--- config.mk ---
export PLATFORM = sky130hd
export DESIGN_NAME = ifr_top
export DESIGN_NICKNAME = d
export VERILOG_FILES = /design/src/include/ifr_pkg.sv /design/src/design/ifr_sel_mem.sv /design/src/design/ifr_top.sv
export SDC_FILE = /design/constraint.sdc
export NUM_CORES = 1
export LEC_CHECK = 0
export ABC_CLOCK_PERIOD_IN_PS = 33900
export BUFFER_PORTS_ARGS = -buffer_cell sky130_fd_sc_hd__buf_2
export CAP_MARGIN = 20
export CORE_UTILIZATION = 65
export DETAILED_ROUTE_END_ITERATION = 7
export HOLD_SLACK_MARGIN = 0.1
export MAX_ROUTING_LAYER = met4
export PLACE_DENSITY = 0.84
export SYNTH_ARGS = -nofsm -noshare
export SYNTH_HDL_FRONTEND = slang
export SYNTH_SLANG_ARGS = --single-unit
--- constraint.sdc ---
create_clock -name clk -period 33.9 [get_ports clk]
set_input_delay 5.085 -clock clk [delete_from_list [all_inputs] [get_ports clk]]
set_output_delay 5.085 -clock clk [all_outputs]
set_load 0.03 [all_outputs]
--- src/include/ifr_pkg.sv ---
// Constants, types and helpers for the input function router
package ifr_pkg;

    localparam int NUM_HW   = 6;
    localparam int NUM_VIRT = 16;
    localparam int NUM_IN   = NUM_HW + NUM_VIRT;
    localparam int CODE_W   = 8;
    localparam int ADDR_W   = 5;
    localparam int DATA_W   = 8;
    localparam int IDX_W    = 5;

    // Register offsets; hardware selects sit at input number minus one, virtual selects run from 0x08
    localparam logic [ADDR_W-1:0] ADDR_SEL_HW_FIRST   = 5'h00;
    localparam logic [ADDR_W-1:0] ADDR_SEL_HW_LAST    = 5'h05;
    localparam logic [ADDR_W-1:0] ADDR_SEL_VIRT_FIRST = 5'h08;
    localparam logic [ADDR_W-1:0] ADDR_SEL_VIRT_LAST  = 5'h17;
    localparam logic [ADDR_W-1:0] ADDR_VIRT_LO        = 5'h18;
    localparam logic [ADDR_W-1:0] ADDR_VIRT_HI        = 5'h19;
    localparam logic [ADDR_W-1:0] ADDR_RESTART        = 5'h1a;
    localparam logic [ADDR_W-1:0] ADDR_PIN_LEVEL      = 5'h1b;
    localparam logic [ADDR_W-1:0] ADDR_FUNC0          = 5'h1c;
    localparam logic [ADDR_W-1:0] ADDR_FUNC1          = 5'h1d;
    localparam logic [ADDR_W-1:0] ADDR_FUNC2          = 5'h1e;
    localparam logic [IDX_W-1:0]  VIRT_IDX_GAP        = 5'h02;
    localparam logic [IDX_W-1:0]  LAST_IDX            = 5'h15;

    // Reset values
    localparam logic [CODE_W-1:0] RST_SEL_IN1  = 8'h01;
    localparam logic [CODE_W-1:0] RST_SEL_IN2  = 8'h0b;
    localparam logic [CODE_W-1:0] RST_SEL_REST = 8'h00;
    localparam logic [NUM_VIRT-1:0] RST_VIRT   = 16'h0000;

    // Function codes
    localparam logic [CODE_W-1:0] CODE_NONE      = 8'h00;
    localparam logic [CODE_W-1:0] CODE_SERVO_EN  = 8'h01;
    localparam logic [CODE_W-1:0] CODE_FWD_RUN   = 8'h02;
    localparam logic [CODE_W-1:0] CODE_REV_RUN   = 8'h03;
    localparam logic [CODE_W-1:0] CODE_POS_START = 8'h04;
    localparam logic [CODE_W-1:0] CODE_HOMING    = 8'h05;
    localparam logic [CODE_W-1:0] CODE_HOME_SW   = 8'h06;
    localparam logic [CODE_W-1:0] CODE_POS_LIMIT = 8'h07;
    localparam logic [CODE_W-1:0] CODE_NEG_LIMIT = 8'h08;
    localparam logic [CODE_W-1:0] CODE_FSTOP     = 8'h0a;
    localparam logic [CODE_W-1:0] CODE_ALM_RST   = 8'h0b;
    localparam logic [CODE_W-1:0] CODE_OVERHEAT  = 8'h22;
    localparam logic [CODE_W-1:0] CODE_OVR_EN    = 8'h2b;
    localparam logic [CODE_W-1:0] CODE_OVR_W1    = 8'h2c;
    localparam logic [CODE_W-1:0] CODE_INT_EN    = 8'h30;
    localparam logic [CODE_W-1:0] CODE_SPD_B0    = 8'h33;
    localparam logic [CODE_W-1:0] CODE_POS_A0    = 8'h3c;

    typedef logic [NUM_IN-1:0][CODE_W-1:0] ifr_map_type;

    // Routed internal functions, one bit per function code
    typedef struct packed {
        logic [3:0] override_weight;
        logic [3:0] position_address;
        logic [2:0] speed_select;
        logic       override_enable;
        logic       interrupt_enable;
        logic       regen_overheat;
        logic       alarm_reset;
        logic       forced_stop;
        logic       negative_limit;
        logic       positive_limit;
        logic       home_switch;
        logic       homing_request;
        logic       positioning_start;
        logic       reverse_run;
        logic       forward_run;
        logic       servo_enable;
    } ifr_func_type;

    typedef enum logic {ST_LOAD, ST_RUN} ifr_state_type;

    // Reset code of a select entry
    function automatic logic [CODE_W-1:0] default_code(input int idx);
        if (idx == 0) begin
            return RST_SEL_IN1;
        end else if (idx == 1) begin
            return RST_SEL_IN2;
        end
        return RST_SEL_REST;
    endfunction

endpackage

--- src/design/ifr_sel_mem.sv ---
// Function select store: one write port, two registered read ports
module ifr_sel_mem
    import ifr_pkg::*;
(
    input  wire logic                   clk,
    input  wire logic                   rst_n,
    input  wire logic                   wr_en,
    input  wire logic [IDX_W-1:0]       wr_idx,
    input  wire logic [CODE_W-1:0]      wr_code,
    input  wire logic [IDX_W-1:0]       rd_a_idx,
    output      logic [CODE_W-1:0]      rd_a_code,
    input  wire logic [IDX_W-1:0]       rd_b_idx,
    output      logic [CODE_W-1:0]      rd_b_code
);
    logic [CODE_W-1:0] mem_q [NUM_IN];

    // Store, reset to the power-up defaults
    always_ff @(posedge clk or negedge rst_n) begin
        if (!rst_n) begin
            for (int i = 0; i < NUM_IN; i++) begin
                mem_q[i] <= default_code(i);
            end
        end else if (wr_en && (32'(wr_idx) < NUM_IN)) begin
            mem_q[wr_idx] <= wr_code;
        end
    end

    // Registered reads; out of range reads as no function
    always_ff @(posedge clk or negedge rst_n) begin
        if (!rst_n) begin
            rd_a_code <= CODE_NONE;
            rd_b_code <= CODE_NONE;
        end else begin
            rd_a_code <= (32'(rd_a_idx) < NUM_IN) ? mem_q[rd_a_idx] : CODE_NONE;
            rd_b_code <= (32'(rd_b_idx) < NUM_IN) ? mem_q[rd_b_idx] : CODE_NONE;
        end
    end

endmodule // ifr_sel_mem

--- src/design/ifr_top.sv ---
// Input function router: select store, power-up latch and function routing
//
// Added by the designer: the address map and strobed register access.
module ifr_top
(
    input  wire logic                          clk,
    input  wire logic                          rstn,
    input  wire logic [ifr_pkg::ADDR_W-1:0]    addr,
    input  wire logic [ifr_pkg::DATA_W-1:0]    wdata,
    input  wire logic                          wr_en,
    input  wire logic                          rd_en,
    output      logic [ifr_pkg::DATA_W-1:0]    rdata,
    input  wire logic [ifr_pkg::NUM_HW-1:0]    external_input,
    output      ifr_pkg::ifr_func_type         func_out,
    output      logic                          map_loading
);
    import ifr_pkg::*;

    logic                  rst_meta_q;
    logic                  rst_n_q;
    logic [NUM_VIRT-1:0]   virt_q;
    ifr_state_type         state_q;
    ifr_state_type         state_d;
    logic [IDX_W-1:0]      load_idx_q;
    logic [IDX_W-1:0]      load_idx_d;
    logic [IDX_W-1:0]      load_dst_q;
    logic                  load_pend_q;
    ifr_map_type           active_q;
    ifr_func_type          func_d;
    logic [DATA_W-1:0]     rd_other_q;
    logic [DATA_W-1:0]     rd_other_d;
    logic                  rd_mem_sel_q;
    logic [CODE_W-1:0]     mem_rd_a;
    logic [CODE_W-1:0]     mem_rd_b;

    // Is the address one of the select entries
    function automatic logic is_sel(input logic [ADDR_W-1:0] a);
        return (a <= ADDR_SEL_HW_LAST) ||
               ((a >= ADDR_SEL_VIRT_FIRST) && (a <= ADDR_SEL_VIRT_LAST));
    endfunction

    // Store index of a select address; virtual entries close the gap
    function automatic logic [IDX_W-1:0] sel_index(input logic [ADDR_W-1:0] a);
        if (a >= ADDR_SEL_VIRT_FIRST) begin
            return IDX_W'(a - VIRT_IDX_GAP);
        end
        return IDX_W'(a - ADDR_SEL_HW_FIRST);
    endfunction

    // Contact type differs by source for these four codes
    function automatic logic is_nc_code(input logic [CODE_W-1:0] c);
        return (c == CODE_POS_LIMIT) || (c == CODE_NEG_LIMIT) ||
               (c == CODE_FSTOP) || (c == CODE_OVERHEAT);
    endfunction

    // Level of one routed function: OR of every input selecting it (hardware inputs only for interrupt enable),
    // or the idle level when no such input selects it
    function automatic logic route(input ifr_map_type m,
                                   input logic [NUM_IN-1:0] lvl,
                                   input logic [CODE_W-1:0] c,
                                   input logic idle);
        logic hit;
        logic on;
        logic bit_lvl;
        hit = 1'b0;
        on  = 1'b0;
        for (int i = 0; i < NUM_IN; i++) begin
            bit_lvl = lvl[i];
            if ((i < NUM_HW) && is_nc_code(c)) begin
                bit_lvl = ~lvl[i];
            end
            if ((m[i] == c) && !((i >= NUM_HW) && (c == CODE_INT_EN))) begin
                hit = 1'b1;
                on  = on | bit_lvl;
            end
        end
        return hit ? on : idle;
    endfunction

    // Reset release through two flops; assertion stays asynchronous
    always_ff @(posedge clk or negedge rstn) begin
        if (!rstn) begin
            rst_meta_q <= 1'b0;
            rst_n_q    <= 1'b0;
        end else begin
            rst_meta_q <= 1'b1;
            rst_n_q    <= rst_meta_q;
        end
    end

    // Bus decode
    wire               sel_hit     = is_sel(addr);
    wire [IDX_W-1:0]   sel_idx     = sel_index(addr);
    wire               sel_wr      = wr_en && sel_hit;
    wire               virt_lo_wr  = wr_en && (addr == ADDR_VIRT_LO);
    wire               virt_hi_wr  = wr_en && (addr == ADDR_VIRT_HI);
    wire               restart_wr  = wr_en && (addr == ADDR_RESTART);

    // Editable selections land in the store, never in the live map
    ifr_sel_mem u_sel_mem (
        .clk       (clk),
        .rst_n     (rst_n_q),
        .wr_en     (sel_wr),
        .wr_idx    (sel_idx),
        .wr_code   (wdata),
        .rd_a_idx  (sel_idx),
        .rd_a_code (mem_rd_a),
        .rd_b_idx  (load_idx_q),
        .rd_b_code (mem_rd_b)
    );

    // Virtual input levels written by the host, a byte at a time
    always_ff @(posedge clk or negedge rst_n_q) begin
        if (!rst_n_q) begin
            virt_q <= RST_VIRT;
        end else begin
            if (virt_lo_wr) begin
                virt_q[7:0] <= wdata;
            end
            if (virt_hi_wr) begin
                virt_q[15:8] <= wdata;
            end
        end
    end

    // Load sequencer: one pass over the store after power-up or restart
    always_comb begin
        state_d    = state_q;
        load_idx_d = load_idx_q;
        unique case (state_q)
            ST_LOAD: begin
                if (load_idx_q == LAST_IDX) begin
                    state_d = ST_RUN;
                end else begin
                    load_idx_d = load_idx_q + 5'h01;
                end
            end
            ST_RUN: begin
                load_idx_d = '0;
            end
        endcase
        // A restart models the power cycle that makes edits live
        if (restart_wr) begin
            state_d    = ST_LOAD;
            load_idx_d = '0;
        end
    end

    // Sequencer state; store read data arrive one cycle after the index
    always_ff @(posedge clk or negedge rst_n_q) begin
        if (!rst_n_q) begin
            state_q     <= ST_LOAD;
            load_idx_q  <= '0;
            load_dst_q  <= '0;
            load_pend_q <= 1'b0;
        end else begin
            state_q     <= state_d;
            load_idx_q  <= load_idx_d;
            load_dst_q  <= load_idx_q;
            load_pend_q <= (state_q == ST_LOAD);
        end
    end

    // Live map: changes only during a load pass
    always_ff @(posedge clk or negedge rst_n_q) begin
        if (!rst_n_q) begin
            for (int i = 0; i < NUM_IN; i++) begin
                active_q[i] <= default_code(i);
            end
        end else if (load_pend_q) begin
            active_q[load_dst_q] <= mem_rd_b;
        end
    end

    // Routing; codes without a decode here reach nothing
    wire [NUM_IN-1:0] in_lvl = {virt_q, external_input};

    always_comb begin
        func_d = '0;
        // Basic drive controls
        func_d.servo_enable      = route(active_q, in_lvl, CODE_SERVO_EN, 1'b1);
        func_d.forward_run       = route(active_q, in_lvl, CODE_FWD_RUN, 1'b0);
        func_d.reverse_run       = route(active_q, in_lvl, CODE_REV_RUN, 1'b0);
        func_d.positioning_start = route(active_q, in_lvl, CODE_POS_START, 1'b0);
        func_d.homing_request    = route(active_q, in_lvl, CODE_HOMING, 1'b0);
        func_d.home_switch       = route(active_q, in_lvl, CODE_HOME_SW, 1'b0);
        func_d.positive_limit    = route(active_q, in_lvl, CODE_POS_LIMIT, 1'b0);
        func_d.negative_limit    = route(active_q, in_lvl, CODE_NEG_LIMIT, 1'b0);
        func_d.forced_stop       = route(active_q, in_lvl, CODE_FSTOP, 1'b1);
        func_d.alarm_reset       = route(active_q, in_lvl, CODE_ALM_RST, 1'b0);
        func_d.regen_overheat    = route(active_q, in_lvl, CODE_OVERHEAT, 1'b0);
        func_d.interrupt_enable  = route(active_q, in_lvl, CODE_INT_EN, 1'b0);
        func_d.override_enable   = route(active_q, in_lvl, CODE_OVR_EN, 1'b0);
        // Selector bits use consecutive codes
        for (int b = 0; b < 3; b++) begin
            func_d.speed_select[b] =
                route(active_q, in_lvl, CODE_W'(CODE_SPD_B0 + b), 1'b0);
        end
        for (int b = 0; b < 4; b++) begin
            func_d.position_address[b] =
                route(active_q, in_lvl, CODE_W'(CODE_POS_A0 + b), 1'b0);
            func_d.override_weight[b] =
                route(active_q, in_lvl, CODE_W'(CODE_OVR_W1 + b), 1'b0);
        end
    end

    // Outputs straight from flops; one cycle of latency on every path
    always_ff @(posedge clk or negedge rst_n_q) begin
        if (!rst_n_q) begin
            func_out    <= '0;
            map_loading <= 1'b1;
        end else begin
            func_out    <= func_d;
            map_loading <= (state_d == ST_LOAD);
        end
    end

    // Read mux for everything outside the store; unmapped reads zero
    always_comb begin
        rd_other_d = '0;
        unique case (addr)
            ADDR_VIRT_LO:   rd_other_d = virt_q[7:0];
            ADDR_VIRT_HI:   rd_other_d = virt_q[15:8];
            ADDR_RESTART:   rd_other_d = {7'h00, map_loading};
            ADDR_PIN_LEVEL: rd_other_d = {2'h0, external_input};
            ADDR_FUNC0:     rd_other_d = func_out[7:0];
            ADDR_FUNC1:     rd_other_d = func_out[15:8];
            ADDR_FUNC2:     rd_other_d = func_out[23:16];
            default:        rd_other_d = '0;
        endcase
    end

    // Read capture; the store supplies its own registered word
    always_ff @(posedge clk or negedge rst_n_q) begin
        if (!rst_n_q) begin
            rd_other_q   <= '0;
            rd_mem_sel_q <= 1'b0;
        end else begin
            rd_other_q   <= rd_en ? rd_other_d : '0;
            rd_mem_sel_q <= rd_en && sel_hit;
        end
    end

    // Picks between two flops only, so the path stays short
    assign rdata = rd_mem_sel_q ? mem_rd_a : rd_other_q;

endmodule // ifr_top

==> impl_metrics.ini, run 1 <==
[synth]
netlist_instances = 2233
synth.ff_latch_count = 432
ys_seq_area_share_pct = 43.04
dominantRegCellSynth = sky130_fd_sc_hd__dfrtp_1
synth_area_per_cell_um2 = 11.26
synth_fp_nets = 2261
synth_largest_area_cell = sky130_fd_sc_hd__dfrtp_1
synth.cell_area_um2 = 25140
ys_warn_count = 0
top_cells_by_area_in_the_synthesized_netlist = sky130_fd_sc_hd__dfrtp_1, sky130_fd_sc_hd__mux2_2, sky130_fd_sc_hd__mux4_2
synth_async_sr_flop_share_pct = 100.0
synth.lib_cells_used.distinct = 85
synth_top_cell_area_share_pct = 42.10
synth_enable_flop_cells = 0

[cts]
cts_root_buffer = sky130_fd_sc_hd__clkbuf_16
clockBufferDepth = 3
holdBufCountCts = 0
clock_sink_count = 432
cts-htree-levels = 2
post_cts.repair.setup_buffers = 0
cts_resized = 0
cts-buffers-inserted = 44

[floorplanning]
top_level_ports = 56
die_w_um = 198.7
placementRows = 71
floorplan.die.height_um = 198.7
starting_utilization_of_the_core_area_pct = 66.43

[status]
outcome = did not finish
failing_step = global routing (5_1_grt)
error = [ERROR GRT-0116] Global routing finished with congestion. Check the congestion regions in the DRC Viewer.

[place]
port_buffers = 55
gpl.final_weighted_congestion = 1.425
place_hpwl_um = 80100

[global_route]
global_route_wire_length_before_repair_um = 173800
number_of_global_route_vias_before_repair = 24733
grt_start_max_net_pins = 82
groute.usage.overall_pct = 64.26
globalRouteOverflowTotal = 13
Yosys cell counts, drive strengths merged (25+ instances only):
library cell  count
a22oi            37
buf              28
clkbuf          110
dfrtp           423
inv              34
mux2            389
mux4             88
nand2           121
nand2b           41
nand3            95
nand3b           45
nand4            26
nor2            108
nor2b            29
nor3             79
nor3b            30
nor4             53
o21ai            25
o22ai           129
layer usage:
layer	global-route usage, %	overflow
met4	56.58	6
met5	-	-
met3	38.20	0
met2	84.03	7
met1	67.51	0
metrics by stage:
step                      cell area [um^2]  hold slack (ps)  std cells  worst slack (ps)  util (%)
after CTS                            27250            373.2       2764             26010     72.01
after detailed placement             25690            349.0       2683             25540     67.88
after global placement               25670            338.5       2681             25710     67.84
after floorplan                      25140            331.2       2233             20980         -
cells by family after synthesis:
kind of cell | after synthesis | share of synthesized area [%]
adder cells (fa/ha/maj) | 5 | 0.2488
AO/OA/AOI/OAI | 351 | 9.984
flip-flops | 432 | 43.04
AND/OR/NAND/NOR | 788 | 18.36
buffers and inverters | 172 | 2.727
multiplexers | 479 | 25.39
XOR/XNOR | 5 | 0.2339
other | 1 | 0.01492
==> run 2, diff against run 1 <==
Settings changed: CORE_UTILIZATION 65 to 40, HOLD_SLACK_MARGIN 0.1 to unset, MAX_ROUTING_LAYER met4 to unset, PLACE_DENSITY 0.84 to unset, PLACE_DENSITY_LB_ADDON set to 0.15.
==> run 2 against run 1 <==
- synthesized cell count is the same
- the run now ends clean
- area after synthesis is the same
==> impl_metrics.ini, run 2 <==
[cts]
cts-buffers-inserted = 48
clockBufferDepth = 3
cts_resized = 0
holdBufCountCts = 0
path_clk_slew_ps = 60
clock_sink_count = 432
cts-htree-levels = 2
post_cts.repair.setup_buffers = 0
clock_latency_ps = 630
cts_root_buffer = sky130_fd_sc_hd__clkbuf_16
clock_tree_from_tritoncts = built

[drt]
drtPass1Iterations = 6
drt-total-wl_um = 135900
drc = 0
drt_iter0_drc = 3206
antenna_violating_nets_post_route = 0
wl_per_cell_um = 43.41
vias = 22278
routed_via_density = 7.115

[synth]
netlist_instances = 2233
synth.cell_area_um2 = 25140
top_cells_by_area_in_the_synthesized_netlist = sky130_fd_sc_hd__dfrtp_1, sky130_fd_sc_hd__mux2_2, sky130_fd_sc_hd__mux4_2
synth.ff_latch_count = 432
synth_async_sr_flop_share_pct = 100.0
synth_largest_area_cell = sky130_fd_sc_hd__dfrtp_1
ys_seq_area_share_pct = 43.04
synth_fp_nets = 2261
synth_area_per_cell_um2 = 11.26
ys_warn_count = 0
synth.lib_cells_used.distinct = 85
dominantRegCellSynth = sky130_fd_sc_hd__dfrtp_1
synthMostInstantiatedCell = sky130_fd_sc_hd__dfrtp_1
synth_enable_flop_cells = 0
ys_top_cells_by_count = sky130_fd_sc_hd__dfrtp_1, sky130_fd_sc_hd__mux2_2, sky130_fd_sc_hd__mux2_1, sky130_fd_sc_hd__o22ai_1, sky130_fd_sc_hd__nand2_1
synth_top_cell_area_share_pct = 42.10

[global_route]
antenna_violations_before_repair = 18
grt_start_max_net_pins = 86
groute.usage.overall_pct = 42.48
globalRouteOverflowTotal = 0
global_route_wire_length_before_repair_um = 183600
number_of_global_route_vias_before_repair = 21378

[timing]
max_freq_ghz = 0.1304
max_slew_margin_pct = 15.15
layout_worst_path_cycle_share_pct = 22.61
unrepaired_setup_endpoints_after_global_routing = false
maxSlewViolCount = 0
hold-worst-slack_ps = 143.6
final.setup.tns_ps = 0
final.setup_skew_ps = 27.91
timing_hold_violations_final = 0
period_needed_ps = 7666
worst-slew-pin-transition_ps = 1263
layout_setup_ws_ps = 26230
finalSetupViolCount = 0

[place]
pre_cts_slack_ps = 25650
gpl.final_weighted_congestion = 1.124
place_hpwl_um = 106400
place.detailed.instances = 3028
dpl-instance-area_um2 = 26280
port_buffers = 55

[status]
outcome = finished clean

[critical_path]
slowest_delay_ps = 790
endpoint_arrival_time_on_the_critical_path_ps = 8170
required_ps = 34400
crit_path_end_kind = flop
timing.critical_path.fanout_max = 15
worst_r2r_endpoint = func_out[18]
number_of_cell_instances_on_the_worst_register_to_register_path = 5
worst_path_dominant_cell_family = simple AND/OR/NAND/NOR gates
path_class = in -> reg
reg2reg_slack_ps = 30430
cp_num_buf_inv = 2
startpoint_type = primary input
critical_path.slowest_cell = sky130_fd_sc_hd__and2_1
critPathLaunch = addr[1]
timing.critical_path.cells = buf_2 -> inv_2 -> ha_1 -> or2_2 -> a21boi_0 -> o21ai_1 -> and2_1 -> and3_1 -> mux2_1
r2r-start = active_q[0]

[layout]
final_cell_count_no_fill = 3131
design.final.nets = 2273
layout.cells.most_common_list = sky130_fd_sc_hd__dfrtp_1, sky130_fd_sc_hd__mux2_2, sky130_fd_sc_hd__mux2_1, sky130_fd_sc_hd__o22ai_1, sky130_fd_sc_hd__nand2_1
final_layout_size_suffix_gt1_share_pct = 25.57
layout.cell_area.non_filler_um2 = 28120
layout_commonest_cell = sky130_fd_sc_hd__dfrtp_1
syn2layout_area_growth_pct = 11.84
biggestRegsByFlops = active_q: 176 flops, u_sel_mem.mem_q: 176 flops, func_out: 24 flops

[worst_hold_path]
hold_path.class = reg -> async

[flow_run]
max-cap-violations = 0

[pwr]
power_leakage_nw = 11.93
irDropWorstVdd_mv = 0.05023
power_per_cell_area_nw_per_um2 = 63.00

[floorplanning]
top_level_ports = 56
die-area_um2 = 63860
placementRows = 91
starting_utilization_of_the_core_area_pct = 40.59
floorplan.die.height_um = 252.7
die_w_um = 252.7
design.core.area_um2 = 61940
-- run 2: cell counts after synthesis --
No cell type changed its count.
-- run 2: where the power goes --
| group | switching (mW) | internal (mW) | leakage, nW |
|---|---|---|---|
| combinational | 0.278 | 0.182 | 5.30 |
| clock | 0.231 | 0.348 | 0.851 |
| sequential | 0.136 | 0.597 | 5.78 |
| total | 0.645 | 1.13 | 11.9 |
-- run 2: worst max-delay path by stage --
stage	to	slack (ps)	cells after the start
floorplan	active_q[100]	20980	0
global placement	u_sel_mem.mem_q[80]	25680	9
detailed placement	u_sel_mem.mem_q[86]	25650	9
CTS	u_sel_mem.mem_q[86]	26310	9
global route	u_sel_mem.mem_q[84]	26110	9
finish	u_sel_mem.mem_q[80]	26230	9
-- run 2: stage by stage --
step	power [mW]	utilization [%]
after detailed placement	1.179	42.44
after floorplan	0.9581	-
after CTS	1.756	45.24
final	1.771	45.39
after global routing	1.816	45.36
after global placement	1.166	42.40
-- run 2: cells by family after synthesis --
logic type      after synthesis  synth area share, %
xor+xnor                      5               0.2339
mux                         479                25.39
simple gates                788                18.36
other cells                   1              0.01492
buf+inv                     172                2.727
compound gates              351                9.984
flops                       432                43.04
fa+ha+maj                     5               0.2488
-- run 2: per-layer routing --
layer	track usage, %	vias to the layer above	routed length (um)
met5	0	-	103
met4	20.62	14	7520
met3	13.51	348	14870
met2	62.58	1473	58270
met1	56.27	11680	55170
li1	-	8763	-
-- run 2: worst register-to-register path, stage by stage, from the launching register on --
cell                       delay [ps]
sky130_fd_sc_hd__dfstp_2          750
sky130_fd_sc_hd__nand2b_1         690
sky130_fd_sc_hd__o22ai_1          150
sky130_fd_sc_hd__a211oi_1         800
sky130_fd_sc_hd__nand4_1          340
sky130_fd_sc_hd__or4_1            590
-- run 2: area by class of cell --
cell class,count,area [um^2]
Antenna cell,10,25.02
Tap cell,837,1047
Clock buffer,70,1394
Fill cell,5761,33820
Clock inverter,19,346.6
Timing Repair Buffer,100,654.4
Sequential cell,432,10840
Inverter,34,127.6
Multi-Input combinational cell,1629,13690
No activity file was read; power rests on OpenSTA's default activity.
==> run 3, diff against run 2 <==
Settings changed: ABC_CLOCK_PERIOD_IN_PS 33900 to 6200.
Clock period 33.9 ns to 6.2 ns, I/O delays scaled along.
==> run 3 against run 2 <==
- power rose to 5.4 times the previous value
- register-to-register slack lost 28000 ps
- largest cell class unchanged
- global-route usage is 0.91 points lower
- via count shrank 1.6%
- sequential power rose to 5.3 times the previous value
- flip-flop and latch count stayed put
- sequential share of layout area up 0.062 points
- first-iteration DRC count decreased by 16%
- critical path depth decreased by 3
==> impl_metrics.ini, run 3 (same netlist as run 2, synthesis figures left out) <==
[pwr]
irDropWorstVdd_mv = 0.2864
finalPower_mw = 9.653
power_leakage_nw = 11.94
power_per_cell_area_nw_per_um2 = 344.1

[floorplanning]
top_level_ports = 56
floorplan.die.height_um = 252.7
die_w_um = 252.7
design.core.area_um2 = 61940
starting_utilization_of_the_core_area_pct = 40.59
die-area_um2 = 63860
placementRows = 91

[cts]
holdBufCountCts = 0
cts-htree-levels = 2
clockBufferDepth = 3
cts-buffers-inserted = 48
cts_resized = 0
clock_sink_count = 432
cts_root_buffer = sky130_fd_sc_hd__clkbuf_16
clock_tree_from_tritoncts = built
clock_latency_ps = 640
path_clk_slew_ps = 60
post_cts.repair.setup_buffers = 0

[layout]
fillers = 5816
layout_commonest_cell = sky130_fd_sc_hd__dfrtp_1
syn2layout_area_growth_pct = 11.60
final_layout_size_suffix_gt1_share_pct = 25.58
biggestRegsByFlops = active_q: 176 flops, u_sel_mem.mem_q: 176 flops, func_out: 24 flops
layout.cells.most_common_list = sky130_fd_sc_hd__dfrtp_1, sky130_fd_sc_hd__mux2_2, sky130_fd_sc_hd__mux2_1, sky130_fd_sc_hd__o22ai_1, sky130_fd_sc_hd__nand2_1
design.final.nets = 2280

[global_route]
gr-usage-met3_pct = 8.692
grt_start_max_net_pins = 158
number_of_global_route_vias_before_repair = 21182
global_route_wire_length_before_repair_um = 179400
groute.usage.overall_pct = 41.57
globalRouteOverflowTotal = 0
met2_usage_pct = 65.74
grt.met1_usage_pct = 50.42
top_usage_layer = met2
antenna_violations_before_repair = 9

[critical_path]
r2r-start = active_q[100]
reg2reg_slack_ps = 2510
timing.critical_path.fanout_max = 4
crit_path_end_kind = flop
worst_r2r_endpoint = func_out[8]
endpoint_arrival_time_on_the_critical_path_ps = 4050
path_class = reg -> reg
startpoint_type = flop
required_ps = 6560
number_of_cell_instances_on_the_worst_register_to_register_path = 6

[place]
port_buffers = 55
place_hpwl_um = 104400
gpl.final_weighted_congestion = 1.084

[worst_hold_path]
hold_path.class = in -> async

[drt]
routed_via_density = 7.004
drt-total-wl_um = 132200
antenna_violating_nets_post_route = 0
drt_iter0_drc = 2703
wl_per_cell_um = 42.26
vias = 21915
drc = 0
drtPass1Iterations = 7

[timing]
period_needed_ps = 3689
unrepaired_setup_endpoints_after_global_routing = false
max_freq_ghz = 0.2710
worst-slew-pin-transition_ps = 1331
final.setup.tns_ps = 0
timing_hold_violations_final = 0
final.setup_skew_ps = 35.76
finalSetupViolCount = 0
layout_worst_path_cycle_share_pct = 59.51
hold-worst-slack_ps = 78.26
max_slew_margin_pct = 10.48
maxSlewViolCount = 0

[status]
outcome = finished clean

[flow_run]
max-cap-violations = 0
==> run 3: cell count changes in the layout (fill, tap and decap cells not counted), sizes merged <==
| cell | before | now |
|---|---|---|
| inv | 35 | 36 |
| clkinv | 10 | 7 |
| clkinvlp | 0 | 4 |
| buf | 98 | 107 |
| diode | 10 | 1 |
| bufinv | 8 | 4 |
==> run 3: stage by stage <==
| stage | area [um^2] | cells | setup slack (ps) | utilization, % |
|---|---|---|---|---|
| 3_3_place_gp | 26310 | 3032 | 2088 | 42.48 |
| 4_1_cts | 28020 | 3123 | 2653 | 45.24 |
| 3_5_place_dp | 26330 | 3034 | 2000 | 42.50 |
| 5_1_grt | 28050 | 3128 | 2447 | 45.29 |
| 6_report | 28060 | 3129 | 2511 | 45.30 |
| 2_1_floorplan | 25140 | 2233 | 1973 | - |
==> run 3: how the worst max path moves through the flow <==
stage	to	cells after the start	slack, ps	startpoint
final	func_out[8]	6	2510	active_q[100]
after global routing	u_sel_mem.mem_q[87]	9	2450	addr[1]
after CTS	u_sel_mem.mem_q[87]	9	2650	addr[1]
after detailed placement	u_sel_mem.mem_q[87]	9	2000	addr[1]
after global placement	u_sel_mem.mem_q[87]	9	2090	addr[1]
after floorplan	active_q[100]	0	1970	rst_n_q
==> run 3: layer usage <==
layer	vias up	wire length (um)	share of wire [%]
li1	8769	-	-
met1	11386	49190	37
met2	1344	60650	46
met3	404	11110	8.4
met4	12	11220	8.5
met5	-	68	0.051
==> run 3: power by group <==
| group | leakage [nW] | internal [mW] | switching, mW |
|---|---|---|---|
| clock network | 0.822 | 1.79 | 1.27 |
| logic | 5.33 | 1.03 | 1.65 |
| registers | 5.79 | 3.26 | 0.661 |
| total | 11.9 | 6.08 | 3.58 |
==> run 3: final cells by class <==
class,instances,area [um^2],area share (%)
multi-input combinational,1629,13670,48.72
sequential,432,10830,38.60
clock buffer,72,1441,5.138
tap,837,1047,3.733
timing repair buffer,107,684.4,2.439
clock inverter,17,254.0,0.9053
inverter,34,127.6,0.4549
antenna,1,2.502,0.008919
==> run 3: worst max-delay path, cell delays in order (launching register included) <==
cell and delay [ps]:
sky130_fd_sc_hd__dfrtp_1 400, sky130_fd_sc_hd__nor4_1 900, sky130_fd_sc_hd__nand2_1 530, sky130_fd_sc_hd__nor3b_1 660, sky130_fd_sc_hd__a221oi_1 190, sky130_fd_sc_hd__nand4_1 320, sky130_fd_sc_hd__o211ai_1 410
